### src/pmc_pkg.sv
// Operation
// - Normal mode keeps core and all peripherals clocked and running.
// - Idle bit halts core only; any interrupt wakes and execution continues.
// - Suspend stops core, peripheral clocks and both fast oscillators; regulator bias normal.
// - In suspend and snooze timers three and four may run from low-frequency clock.
// - Timer four, serial, two-wire, port match, comparator fall or logic-unit events wake.
// - After wake from suspend or snooze, clocks restart and code continues without reset.
// - Snooze stops core, peripheral clocks and fast oscillators; regulator in low bias.
// - Stop powers down internal nets, pins hold state, any reset ends it.
// - Shutdown powers nets off, pins hold; only pin reset or power-on reset exit.
// - Clocks of unused digital peripherals are gated off.
// - After reset the system clock is the 24.5 MHz oscillator divided by eight.
// - Clock sources are 24.5 MHz, 72 MHz, 80 kHz and an external clock.
// - Divider divides the selected source by a power of two from 1 to 128.
// - Both internal fast oscillators offer an optional 1.5x prescale before the divider.
package pmc_pkg;

	// ============================================================
	// Register byte offsets
	localparam logic [7:0] OFS_POWER_CONTROL_A = 8'h00;
	localparam logic [7:0] OFS_POWER_CONTROL_B = 8'h04;
	localparam logic [7:0] OFS_REGULATOR_CONTROL = 8'h08;
	localparam logic [7:0] OFS_CLOCK_SELECT = 8'h0c;
	localparam logic [7:0] OFS_PERIPH_GATE = 8'h10;
	localparam logic [7:0] OFS_STATUS = 8'h14;

	// ============================================================
	// Field positions
	localparam int PA_IDLE = 0;
	localparam int PA_STOP = 1;
	localparam int PB_SUSPEND = 0;
	localparam int PB_SNOOZE = 1;
	localparam int PB_LF_TIMER = 2;
	localparam int RC_STOP_SELECT = 0;
	localparam int CS_SRC_LSB = 0;
	localparam int CS_DIV_LSB = 4;
	localparam int CS_PRESCALE = 8;
	localparam int ST_MODE_LSB = 0;
	localparam int ST_BUSY = 8;
	localparam int ST_SRC_LSB = 16;
	localparam int ST_DIV_LSB = 20;
	localparam int ST_PRESCALE = 24;

	// ============================================================
	// Clock sources and reset values
	localparam logic [1:0] SRC_OSC_24M5 = 2'h0;
	localparam logic [1:0] SRC_OSC_72M = 2'h1;
	localparam logic [1:0] SRC_LOW_FREQ = 2'h2;
	localparam logic [1:0] SRC_EXTERNAL = 2'h3;
	localparam logic [1:0] SRC_RESET = SRC_OSC_24M5;
	localparam logic [2:0] DIV_RESET = 3'h3;
	localparam logic [7:0] PERIPH_GATE_RESET = 8'hff;
	localparam logic [1:0] PRESCALE_LAST_PHASE = 2'h2;

	// ============================================================
	// Power modes
	typedef enum logic [5:0] {
		ST_NORMAL   = 6'h01,
		ST_IDLE     = 6'h02,
		ST_SUSPEND  = 6'h04,
		ST_SNOOZE   = 6'h08,
		ST_STOP     = 6'h10,
		ST_SHUTDOWN = 6'h20
	} pmode_e;

endpackage : pmc_pkg

### src/clk_div_switch.sv
`timescale 1ns/1ns
`default_nettype none
module clk_div_switch (
	// Clock and control
	input  wire logic       clk,
	input  wire logic       srst,
	input  wire logic       ce,
	input  wire logic       run,
	// Requested setting
	input  wire logic [1:0] req_src,
	input  wire logic [2:0] req_div,
	input  wire logic       req_pre,
	// Active setting and output
	output logic      [1:0] act_src,
	output logic      [2:0] act_div,
	output logic            act_pre,
	output logic            tick,
	output logic            busy
);

	logic [6:0] cnt_r;
	logic [1:0] phase_r;
	logic       src_pulse;
	logic       boundary;

	function automatic logic is_internal(input logic [1:0] src);
		is_internal = (src == pmc_pkg::SRC_OSC_24M5) || (src == pmc_pkg::SRC_OSC_72M);
	endfunction : is_internal

	// 1.5x prescale passes two source edges out of three
	assign src_pulse = ~act_pre | (phase_r != pmc_pkg::PRESCALE_LAST_PHASE);
	assign boundary = run & src_pulse & (cnt_r == 7'((8'h01 << act_div) - 8'h01));

	always_ff @(posedge clk) begin
		if (srst) begin
			cnt_r <= 7'h00;
			phase_r <= 2'h0;
			tick <= 1'b0;
		end else if (ce) begin
			tick <= boundary;
			if (run) begin
				// Phase runs free across wraps, or the 1.5x stretch would be lost at short divides
				if (!act_pre || phase_r == pmc_pkg::PRESCALE_LAST_PHASE) begin
					phase_r <= 2'h0;
				end else begin
					phase_r <= phase_r + 2'h1;
				end
				if (boundary) begin
					cnt_r <= 7'h00;
				end else if (src_pulse) begin
					cnt_r <= cnt_r + 7'h01;
				end
			end
		end
	end

	// Settings only move at a divider wrap, so no output period is ever cut short
	always_ff @(posedge clk) begin
		if (srst) begin
			act_src <= pmc_pkg::SRC_RESET;
			act_div <= pmc_pkg::DIV_RESET;
			act_pre <= 1'b0;
			busy <= 1'b0;
		end else if (ce) begin
			if (boundary) begin
				act_src <= req_src;
				act_div <= req_div;
				act_pre <= req_pre & is_internal(req_src);
			end
			busy <= (req_src != act_src) || (req_div != act_div)
				|| ((req_pre & is_internal(req_src)) != act_pre);
		end
	end

	reset_clock_a: assert property (@(posedge clk)
		srst |=> act_src == pmc_pkg::SRC_OSC_24M5 && act_div == 3'h3 && !act_pre)
		else $error("reset clock is not 24.5 MHz divided by eight");

	switch_boundary_a: assert property (@(posedge clk) disable iff (srst)
		!boundary |=> $stable(act_src) && $stable(act_div) && $stable(act_pre))
		else $error("clock setting changed off a divider boundary");

	prescale_src_a: assert property (@(posedge clk) disable iff (srst)
		act_pre |-> is_internal(act_src))
		else $error("prescale active on a non-internal source");

	divide_one_a: assert property (@(posedge clk) disable iff (srst)
		ce && run && act_div == 3'h0 && !act_pre |=> tick)
		else $error("divide by one missed a tick");

endmodule : clk_div_switch
`default_nettype wire

### src/power_mode_ctrl.sv
`timescale 1ns/1ns
`default_nettype none
module power_mode_ctrl (
	// Clock and control
	input  wire logic        CLK,
	input  wire logic        SRST,
	input  wire logic        CE,
	// APB slave
	input  wire logic        PSEL,
	input  wire logic        PENABLE,
	input  wire logic        PWRITE,
	input  wire logic [7:0]  PADDR,
	input  wire logic [31:0] PWDATA,
	output logic      [31:0] PRDATA,
	output logic             PREADY,
	output logic             PSLVERR,
	// Wake sources
	input  wire logic        IRQ_ANY,
	input  wire logic        TIMER4_EVENT,
	input  wire logic        SPI_ACTIVITY,
	input  wire logic        I2C_SLAVE_ACTIVITY,
	input  wire logic        PORT_MATCH,
	input  wire logic        CMP0_OUT,
	input  wire logic        CLU_IRQ_EVENT,
	// Reset sources
	input  wire logic        EXTERNAL_RESET_PIN_N,
	input  wire logic        POR_EVENT,
	input  wire logic        OTHER_RESET_EVENT,
	// Power and clock controls
	output logic             CORE_CLK_EN,
	output logic      [7:0]  PERIPH_CLK_EN,
	output logic             OSC_24M5_EN,
	output logic             OSC_72M_EN,
	output logic             TIMER34_LF_CLK_EN,
	output logic             REG_LOW_BIAS,
	output logic             POWER_NETS_OFF,
	output logic             PIN_RETAIN,
	// System clock
	output logic             SYS_CLK_TICK,
	output logic      [1:0]  CLK_SRC_SEL,
	output logic      [2:0]  CLK_DIV_SEL,
	output logic             CLK_PRESCALE_ON
);

	// ============================================================
	// Declarations
	pmc_pkg::pmode_e state_r;
	pmc_pkg::pmode_e state_nxt;
	logic        pready_r;
	logic        wr_en;
	logic        rd_en;
	logic        idle_req_r;
	logic        stop_req_r;
	logic        suspend_req_r;
	logic        snooze_req_r;
	logic        lf_timer_en_r;
	logic        stop_sel_r;
	logic [1:0]  src_sel_r;
	logic [2:0]  div_sel_r;
	logic        pre_sel_r;
	logic [7:0]  periph_gate_r;
	logic        wake;
	logic        clk_busy;
	logic        soft_rst;
	logic        any_reset;
	logic        hard_reset;
	logic        wake_return;
	logic        running;
	logic        low_power;

	function automatic logic addr_hit(input logic [7:0] a);
		addr_hit = (a == pmc_pkg::OFS_POWER_CONTROL_A) || (a == pmc_pkg::OFS_POWER_CONTROL_B)
			|| (a == pmc_pkg::OFS_REGULATOR_CONTROL) || (a == pmc_pkg::OFS_CLOCK_SELECT)
			|| (a == pmc_pkg::OFS_PERIPH_GATE) || (a == pmc_pkg::OFS_STATUS);
	endfunction : addr_hit

	// ============================================================
	// APB slave: one wait state, answer in second access cycle
	assign wr_en = PSEL & PENABLE & pready_r & PWRITE & CE;
	assign rd_en = PSEL & PENABLE & ~pready_r;

	always_ff @(posedge CLK) begin
		if (SRST) begin
			pready_r <= 1'b0;
			PSLVERR <= 1'b0;
		end else if (CE) begin
			pready_r <= rd_en;
			PSLVERR <= rd_en & ~addr_hit(PADDR);
		end
	end

	assign PREADY = pready_r;

	always_ff @(posedge CLK) begin
		if (SRST) begin
			PRDATA <= 32'h0000_0000;
		end else if (CE && rd_en) begin
			PRDATA <= 32'h0000_0000;
			unique case (PADDR)
				pmc_pkg::OFS_POWER_CONTROL_A: begin
					PRDATA[pmc_pkg::PA_IDLE] <= idle_req_r;
					PRDATA[pmc_pkg::PA_STOP] <= stop_req_r;
				end
				pmc_pkg::OFS_POWER_CONTROL_B: begin
					PRDATA[pmc_pkg::PB_SUSPEND] <= suspend_req_r;
					PRDATA[pmc_pkg::PB_SNOOZE] <= snooze_req_r;
					PRDATA[pmc_pkg::PB_LF_TIMER] <= lf_timer_en_r;
				end
				pmc_pkg::OFS_REGULATOR_CONTROL: begin
					PRDATA[pmc_pkg::RC_STOP_SELECT] <= stop_sel_r;
				end
				pmc_pkg::OFS_CLOCK_SELECT: begin
					PRDATA[pmc_pkg::CS_SRC_LSB +: 2] <= src_sel_r;
					PRDATA[pmc_pkg::CS_DIV_LSB +: 3] <= div_sel_r;
					PRDATA[pmc_pkg::CS_PRESCALE] <= pre_sel_r;
				end
				pmc_pkg::OFS_PERIPH_GATE: begin
					PRDATA[7:0] <= periph_gate_r;
				end
				pmc_pkg::OFS_STATUS: begin
					PRDATA[pmc_pkg::ST_MODE_LSB +: 6] <= state_r;
					PRDATA[pmc_pkg::ST_BUSY] <= clk_busy;
					PRDATA[pmc_pkg::ST_SRC_LSB +: 2] <= CLK_SRC_SEL;
					PRDATA[pmc_pkg::ST_DIV_LSB +: 3] <= CLK_DIV_SEL;
					PRDATA[pmc_pkg::ST_PRESCALE] <= CLK_PRESCALE_ON;
				end
				default: begin
				end
			endcase
		end
	end

	// ============================================================
	// Reset exits from the powered-down modes
	assign any_reset = ~EXTERNAL_RESET_PIN_N | POR_EVENT | OTHER_RESET_EVENT;
	assign hard_reset = ~EXTERNAL_RESET_PIN_N | POR_EVENT;
	assign soft_rst = CE & (((state_r == pmc_pkg::ST_STOP) & any_reset)
		| ((state_r == pmc_pkg::ST_SHUTDOWN) & hard_reset));
	assign wake_return = ((state_r == pmc_pkg::ST_IDLE) & IRQ_ANY)
		| (((state_r == pmc_pkg::ST_SUSPEND) | (state_r == pmc_pkg::ST_SNOOZE)) & wake);

	// ============================================================
	// Power request bits; a write in the wake cycle wins over the clear
	always_ff @(posedge CLK) begin
		if (SRST || soft_rst) begin
			idle_req_r <= 1'b0;
			stop_req_r <= 1'b0;
			suspend_req_r <= 1'b0;
			snooze_req_r <= 1'b0;
			lf_timer_en_r <= 1'b0;
		end else if (CE) begin
			if (wake_return) begin
				idle_req_r <= 1'b0;
				suspend_req_r <= 1'b0;
				snooze_req_r <= 1'b0;
			end
			if (wr_en && PADDR == pmc_pkg::OFS_POWER_CONTROL_A) begin
				idle_req_r <= PWDATA[pmc_pkg::PA_IDLE];
				stop_req_r <= PWDATA[pmc_pkg::PA_STOP];
			end
			if (wr_en && PADDR == pmc_pkg::OFS_POWER_CONTROL_B) begin
				suspend_req_r <= PWDATA[pmc_pkg::PB_SUSPEND];
				snooze_req_r <= PWDATA[pmc_pkg::PB_SNOOZE];
				lf_timer_en_r <= PWDATA[pmc_pkg::PB_LF_TIMER];
			end
		end
	end

	// ============================================================
	// Regulator and clock configuration
	always_ff @(posedge CLK) begin
		if (SRST || soft_rst) begin
			stop_sel_r <= 1'b0;
			src_sel_r <= pmc_pkg::SRC_RESET;
			div_sel_r <= pmc_pkg::DIV_RESET;
			pre_sel_r <= 1'b0;
			periph_gate_r <= pmc_pkg::PERIPH_GATE_RESET;
		end else if (CE && wr_en) begin
			unique case (PADDR)
				pmc_pkg::OFS_REGULATOR_CONTROL: begin
					stop_sel_r <= PWDATA[pmc_pkg::RC_STOP_SELECT];
				end
				pmc_pkg::OFS_CLOCK_SELECT: begin
					src_sel_r <= PWDATA[pmc_pkg::CS_SRC_LSB +: 2];
					div_sel_r <= PWDATA[pmc_pkg::CS_DIV_LSB +: 3];
					pre_sel_r <= PWDATA[pmc_pkg::CS_PRESCALE];
				end
				pmc_pkg::OFS_PERIPH_GATE: begin
					periph_gate_r <= PWDATA[7:0];
				end
				default: begin
				end
			endcase
		end
	end

	// ============================================================
	// Mode sequencer
	// Suspend and snooze wait until the fast 24.5 MHz source is really active
	always_comb begin
		state_nxt = state_r;
		unique case (state_r)
			pmc_pkg::ST_NORMAL: begin
				if (stop_req_r) begin
					state_nxt = stop_sel_r ? pmc_pkg::ST_SHUTDOWN : pmc_pkg::ST_STOP;
				end else if ((suspend_req_r || snooze_req_r)
					&& CLK_SRC_SEL == pmc_pkg::SRC_OSC_24M5 && !clk_busy) begin
					state_nxt = suspend_req_r ? pmc_pkg::ST_SUSPEND : pmc_pkg::ST_SNOOZE;
				end else if (idle_req_r) begin
					state_nxt = pmc_pkg::ST_IDLE;
				end
			end
			pmc_pkg::ST_IDLE, pmc_pkg::ST_SUSPEND, pmc_pkg::ST_SNOOZE: begin
				if (wake_return) begin
					state_nxt = pmc_pkg::ST_NORMAL;
				end
			end
			pmc_pkg::ST_STOP, pmc_pkg::ST_SHUTDOWN: begin
				state_nxt = state_r;
			end
			default: begin
				state_nxt = pmc_pkg::ST_NORMAL;
			end
		endcase
	end

	always_ff @(posedge CLK) begin
		if (SRST || soft_rst) begin
			state_r <= pmc_pkg::ST_NORMAL;
		end else if (CE) begin
			state_r <= state_nxt;
		end
	end

	// ============================================================
	// Power and clock enables
	assign running = (state_r == pmc_pkg::ST_NORMAL) | (state_r == pmc_pkg::ST_IDLE);
	assign low_power = (state_r == pmc_pkg::ST_SUSPEND) | (state_r == pmc_pkg::ST_SNOOZE);

	always_ff @(posedge CLK) begin
		if (SRST) begin
			CORE_CLK_EN <= 1'b1;
			PERIPH_CLK_EN <= pmc_pkg::PERIPH_GATE_RESET;
			OSC_24M5_EN <= 1'b1;
			OSC_72M_EN <= 1'b0;
			TIMER34_LF_CLK_EN <= 1'b0;
			REG_LOW_BIAS <= 1'b0;
			POWER_NETS_OFF <= 1'b0;
			PIN_RETAIN <= 1'b0;
		end else if (CE) begin
			CORE_CLK_EN <= state_r == pmc_pkg::ST_NORMAL;
			PERIPH_CLK_EN <= running ? periph_gate_r : 8'h00;
			OSC_24M5_EN <= running;
			OSC_72M_EN <= running & ((src_sel_r == pmc_pkg::SRC_OSC_72M)
				| (CLK_SRC_SEL == pmc_pkg::SRC_OSC_72M));
			TIMER34_LF_CLK_EN <= low_power & lf_timer_en_r;
			REG_LOW_BIAS <= state_r == pmc_pkg::ST_SNOOZE;
			POWER_NETS_OFF <= (state_r == pmc_pkg::ST_STOP) | (state_r == pmc_pkg::ST_SHUTDOWN);
			PIN_RETAIN <= (state_r == pmc_pkg::ST_STOP) | (state_r == pmc_pkg::ST_SHUTDOWN);
		end
	end

	// ============================================================
	// Submodules
	wake_detect u_wake (
		.clk          (CLK),
		.srst         (SRST),
		.ce           (CE),
		.timer4_event (TIMER4_EVENT),
		.spi_activity (SPI_ACTIVITY),
		.i2c_activity (I2C_SLAVE_ACTIVITY),
		.port_match   (PORT_MATCH),
		.cmp0_out     (CMP0_OUT),
		.clu_event    (CLU_IRQ_EVENT),
		.wake         (wake)
	);

	// Divider keeps running in idle since peripherals still need the clock
	clk_div_switch u_clk (
		.clk     (CLK),
		.srst    (SRST | soft_rst),
		.ce      (CE),
		.run     (running),
		.req_src (src_sel_r),
		.req_div (div_sel_r),
		.req_pre (pre_sel_r),
		.act_src (CLK_SRC_SEL),
		.act_div (CLK_DIV_SEL),
		.act_pre (CLK_PRESCALE_ON),
		.tick    (SYS_CLK_TICK),
		.busy    (clk_busy)
	);

	// ============================================================
	// Checks
	normal_run_a: assert property (@(posedge CLK) disable iff (SRST)
		CE && state_r == pmc_pkg::ST_NORMAL |=> CORE_CLK_EN && PERIPH_CLK_EN == $past(periph_gate_r))
		else $error("normal mode does not clock core and peripherals");

	idle_wake_a: assert property (@(posedge CLK) disable iff (SRST)
		CE && state_r == pmc_pkg::ST_IDLE && IRQ_ANY && !wr_en
		|=> state_r == pmc_pkg::ST_NORMAL && !idle_req_r)
		else $error("interrupt did not end idle");

	suspend_clock_a: assert property (@(posedge CLK) disable iff (SRST)
		CE && state_r == pmc_pkg::ST_SUSPEND
		|=> !CORE_CLK_EN && !OSC_24M5_EN && !OSC_72M_EN && !REG_LOW_BIAS && PERIPH_CLK_EN == 8'h00)
		else $error("suspend left clocks or low bias wrong");

	lf_timer_a: assert property (@(posedge CLK) disable iff (SRST)
		CE && (state_r == pmc_pkg::ST_SUSPEND || state_r == pmc_pkg::ST_SNOOZE) && lf_timer_en_r
		|=> TIMER34_LF_CLK_EN)
		else $error("timers three and four lost the low clock");

	resume_a: assert property (@(posedge CLK) disable iff (SRST)
		CE && (state_r == pmc_pkg::ST_SUSPEND || state_r == pmc_pkg::ST_SNOOZE) && wake
		|=> state_r == pmc_pkg::ST_NORMAL && !suspend_req_r && !snooze_req_r && !stop_req_r
			|| $past(wr_en))
		else $error("wake did not resume normal mode");

	snooze_bias_a: assert property (@(posedge CLK) disable iff (SRST)
		CE && state_r == pmc_pkg::ST_SNOOZE |=> REG_LOW_BIAS && !OSC_24M5_EN && !CORE_CLK_EN)
		else $error("snooze regulator bias wrong");

	stop_exit_a: assert property (@(posedge CLK) disable iff (SRST)
		CE && state_r == pmc_pkg::ST_STOP && OTHER_RESET_EVENT
		|=> state_r == pmc_pkg::ST_NORMAL && !stop_req_r)
		else $error("reset did not end stop");

	shutdown_hold_a: assert property (@(posedge CLK) disable iff (SRST)
		CE && state_r == pmc_pkg::ST_SHUTDOWN && EXTERNAL_RESET_PIN_N && !POR_EVENT
		|=> state_r == pmc_pkg::ST_SHUTDOWN ##1 POWER_NETS_OFF && PIN_RETAIN)
		else $error("shutdown left without pin or power-on reset");

endmodule : power_mode_ctrl
`default_nettype wire

### src/wake_detect.sv
`timescale 1ns/1ns
`default_nettype none
module wake_detect (
	// Clock and control
	input  wire logic clk,
	input  wire logic srst,
	input  wire logic ce,
	// Wake sources
	input  wire logic timer4_event,
	input  wire logic spi_activity,
	input  wire logic i2c_activity,
	input  wire logic port_match,
	input  wire logic cmp0_out,
	input  wire logic clu_event,
	// Result
	output logic      wake
);

	logic cmp0_d_r;
	logic cmp0_fall;

	assign cmp0_fall = cmp0_d_r & ~cmp0_out;

	always_ff @(posedge clk) begin
		if (srst) begin
			cmp0_d_r <= 1'b0;
		end else if (ce) begin
			cmp0_d_r <= cmp0_out;
		end
	end

	always_ff @(posedge clk) begin
		if (srst) begin
			wake <= 1'b0;
		end else if (ce) begin
			wake <= timer4_event | spi_activity | i2c_activity | port_match | cmp0_fall | clu_event;
		end
	end

	wake_any_a: assert property (@(posedge clk) disable iff (srst)
		ce && (timer4_event || spi_activity || i2c_activity || port_match || clu_event
		|| ($past(cmp0_out) && !cmp0_out && $past(ce) && !$past(srst))) |=> wake)
		else $error("wake source not reported");

endmodule : wake_detect
`default_nettype wire
### config.mk
export PLATFORM = sky130hd
export DESIGN_NAME = power_mode_ctrl
export DESIGN_NICKNAME = d
export VERILOG_FILES = /design/src/pmc_pkg.sv /design/src/clk_div_switch.sv /design/src/power_mode_ctrl.sv /design/src/wake_detect.sv
export SDC_FILE = /design/constraint.sdc
export NUM_CORES = 1
export LEC_CHECK = 0
export BUFFER_PORTS_ARGS = -buffer_cell sky130_fd_sc_hd__buf_2
export CAP_MARGIN = 40
export CORE_UTILIZATION = 35
export CTS_BUF_LIST = sky130_fd_sc_hd__clkbuf_4 sky130_fd_sc_hd__clkbuf_8
export DETAILED_ROUTE_END_ITERATION = 6
export PLACE_DENSITY_LB_ADDON = 0.1
export SYNTH_ARGS = -nofsm -noshare
export SYNTH_HDL_FRONTEND = slang
export SYNTH_SLANG_ARGS = --single-unit
### constraint.sdc
create_clock -name CLK -period 2.8 [get_ports CLK]
set_input_delay 0.56 -clock CLK [delete_from_list [all_inputs] [get_ports CLK]]
set_output_delay 0.56 -clock CLK [all_outputs]
set_load 0.02 [all_outputs]
==> results_dict.tcl <==
set metrics [dict create \
    h_tree_lvl_count 3 \
    crit_fanout 8 \
    cts-root-to-sink-buffers 2 \
    outcome "finished, final reports clean" \
    cts-hold-fix-buffers 0 \
    totalWireLength_um 9850 \
    layoutNonFillerInstCount 643 \
    sum_of_negative_setup_slack_ps 0 \
    worst_setup_hold_path_clk_slew_ps 80 \
    grt-ovfl-total 0 \
    row_count 37 \
    period_share_pct 90.5 \
    slew_violations 0 \
    clock_insertion_delay_worst_skew_ps 350 \
    final_layout_size_suffix_gt1_share_pct 23.1 \
    postCtsResizedCells 0 \
    vias 3285 \
    number_of_violations_of_the_max_capacitance_limit 0 \
    tritoncts_num_sinks 76 \
    grt_first_pass_wirelength_um 16300 \
    timing.final.setup_violations 0 \
    synth-seq-area-share_pct 39.8 \
    worst_slew_margin_relative_to_its_limit_pct 61.6 \
    yosys_most_used_dff "dfxtp_1" \
    async_flop_share_pct 0 \
    grt_pass1_vias 3027 \
    syn_to_final_growth_pct 16.5 \
    boundaryPins 112 \
    path_type_of_the_worst_setup_path "flop to flop" \
    drtIter0Drc 143 \
    netlist_instances 433 \
    syn_std_cell_area_um2 3820 \
    initial_drt_pass_iterations 4 \
    cts_setup_buffers 0 \
    startpoint_type "flop" \
    least_margin_pin_slew_ps 574 \
    port_buffers 71 \
    cts_buffers 9 \
    place_congestion 0.799 \
    finalNetCount 561 \
    antenna_cells_inserted 0 \
    ctsRootBufferMaster "clkbuf_8" \
    worst_ep_arrival_time_ps 2820 \
    yosys_warn_count 0 \
    powerDensity_nw_per_um2 499 \
    synth_area_leaders "dfxtp_1 (40%), mux2i_1 (9.2%), nand2_1 (4.8%), nor2_1 (4.2%), buf_4 (3.5%)" \
    hold_viol_final 0 \
    totalPowerFinal_uw 2220 \
    tritoncts_clock_tree "yes" \
    route.detailed.wl_per_inst_um 15.3 \
    netlist.top_cell.by_area "dfxtp_1" \
    drc 0 \
    crit_path_end_kind "flop" \
    hpwl_um 7080 \
    syn_avg_cell_area_um2 8.83 \
    drt-vias-per-instance 5.11 \
    rsz0062_at_grt "no" \
    synth_seq_cells 76 \
    min_period_ps 2540 \
    most_frequent_standard_cell_in_the_layout_excluding_fill_and_tap_cells "dfxtp_1" \
    grt_antenna_before_repair 0 \
    final.setup_skew_ps 9.00 \
    timing.fmax_ghz 0.394 \
    numPlacedInstances 627 \
    vdd_ir_drop_max_v 0.000222 \
    fp.dieH_um 107 \
    yosysTopAreaCellShare_pct 39.8 \
    number_of_synthesized_flops_with_an_enable_pin 0 \
    pin_count_of_the_biggest_net_entering_global_routing 35 \
    crit_required_ps 3080 \
    core-area_um2 10500 \
    synth_cell_type_count 57 \
    die_x_um 107 \
    die-area_um2 11300 \
    globalRouteTotalUtil_pct 18.7 \
    mostFrequentLayoutCells "dfxtp_1 (76), buf_2 (71), nand2_1 (49)" \
    antenna_violating_nets_post_route 0 \
    initial_core_util_pct 36.5 \
    p_leak_uw 0.00189 \
    worst_hold_path_type "input port to flop" \
]
## cells by family after synthesis
logic type               after synthesis  share of synthesized area [%]
AND/OR/NAND/NOR                      168                           23.0
AO/OA/AOI/OAI                         73                           13.1
buffers and inverters                 55                           8.61
other                                  1                         0.0981
flip-flops                            76                           39.8
adder cells (fa/ha/maj)                3                          0.982
XOR/XNOR                              19                           4.35
multiplexers                          38                           10.0
## final cells by class
type,instances,area (µm²)
Fill cell,1070,6010
Inverter,11,41.3
Timing Repair Buffer,86,468
Clock inverter,6,88.8
Sequential cell,76,1520
Clock buffer,10,131
Multi-Input combinational cell,318,2030
Tap cell,136,170
## cell usage after synthesis (8+ instances only)
cell type,instances
a21oi_1,25
a221o_1,8
a22oi_1,12
buf_4,18
clkbuf_1,18
dfxtp_1,76
inv_1,11
mux2i_1,35
nand2_1,49
nand3_1,11
nor2_1,43
nor3_1,13
o21ai_0,8
xnor2_1,9
xor2_1,10
## metal layers
layer	wire length (µm)	GRT usage [%]	part of all wire [%]
met2	4230	27.9	43
met1	5110	26.8	52
met3	426	3.31	4.3
met5	0	0	0
met4	91	6.46	0.92
## worst max-delay path, stage by stage (launching register included)
cell and delay, ps:
dfxtp_1 380, or3_1 440, ha_1 320, nor3b_1 220, a21oi_1 60, o311a_2 370
nor4_4 280, buf_4 210, mux2i_1 190
## registers in the layout, indices dropped and copies added (netlist names), 2 cells and up
register	cells
PRDATA	15
PERIPH_CLK_EN	8
u_clk.act_src	2
u_clk.cnt_r	7
src_sel_r	2
periph_gate_r	8
u_clk.act_div	3
div_sel_r	3
u_clk.phase_r	2
state_r	6
## power by group
part	internal, µW	switching [µW]	total [µW]
clock network	512	427	939
registers	1100	10.6	1110
logic	58.4	118	177
total	1670	556	2220
## stage by stage
stage               hold WS, ps  worst slack (ps)  area (µm²)  utilization (%)
floorplan                   457              81.8        3880                -
global placement            436               277        4230             40.5
detailed placement          445               274        4230             40.5
CTS                         403               240        4450             42.6
global route                404              82.2        4450             42.6
finish                      415               265        4450             42.6
## worst paths after layout
kind / from / endpoint / slack (ps) / depth (start not counted)
setup / recovery: u_clk.act_div[1] / u_clk.act_src[1] / 260 / 8
hold / removal: PWDATA[7] / periph_gate_r[7] / 420 / 3
setup reg to reg: u_clk.act_div[1] / u_clk.act_src[1] / 260 / 8
hold reg to reg: PRDATA[2] / PRDATA[2] / 450 / 2
Power figures use the tool's default switching activity.
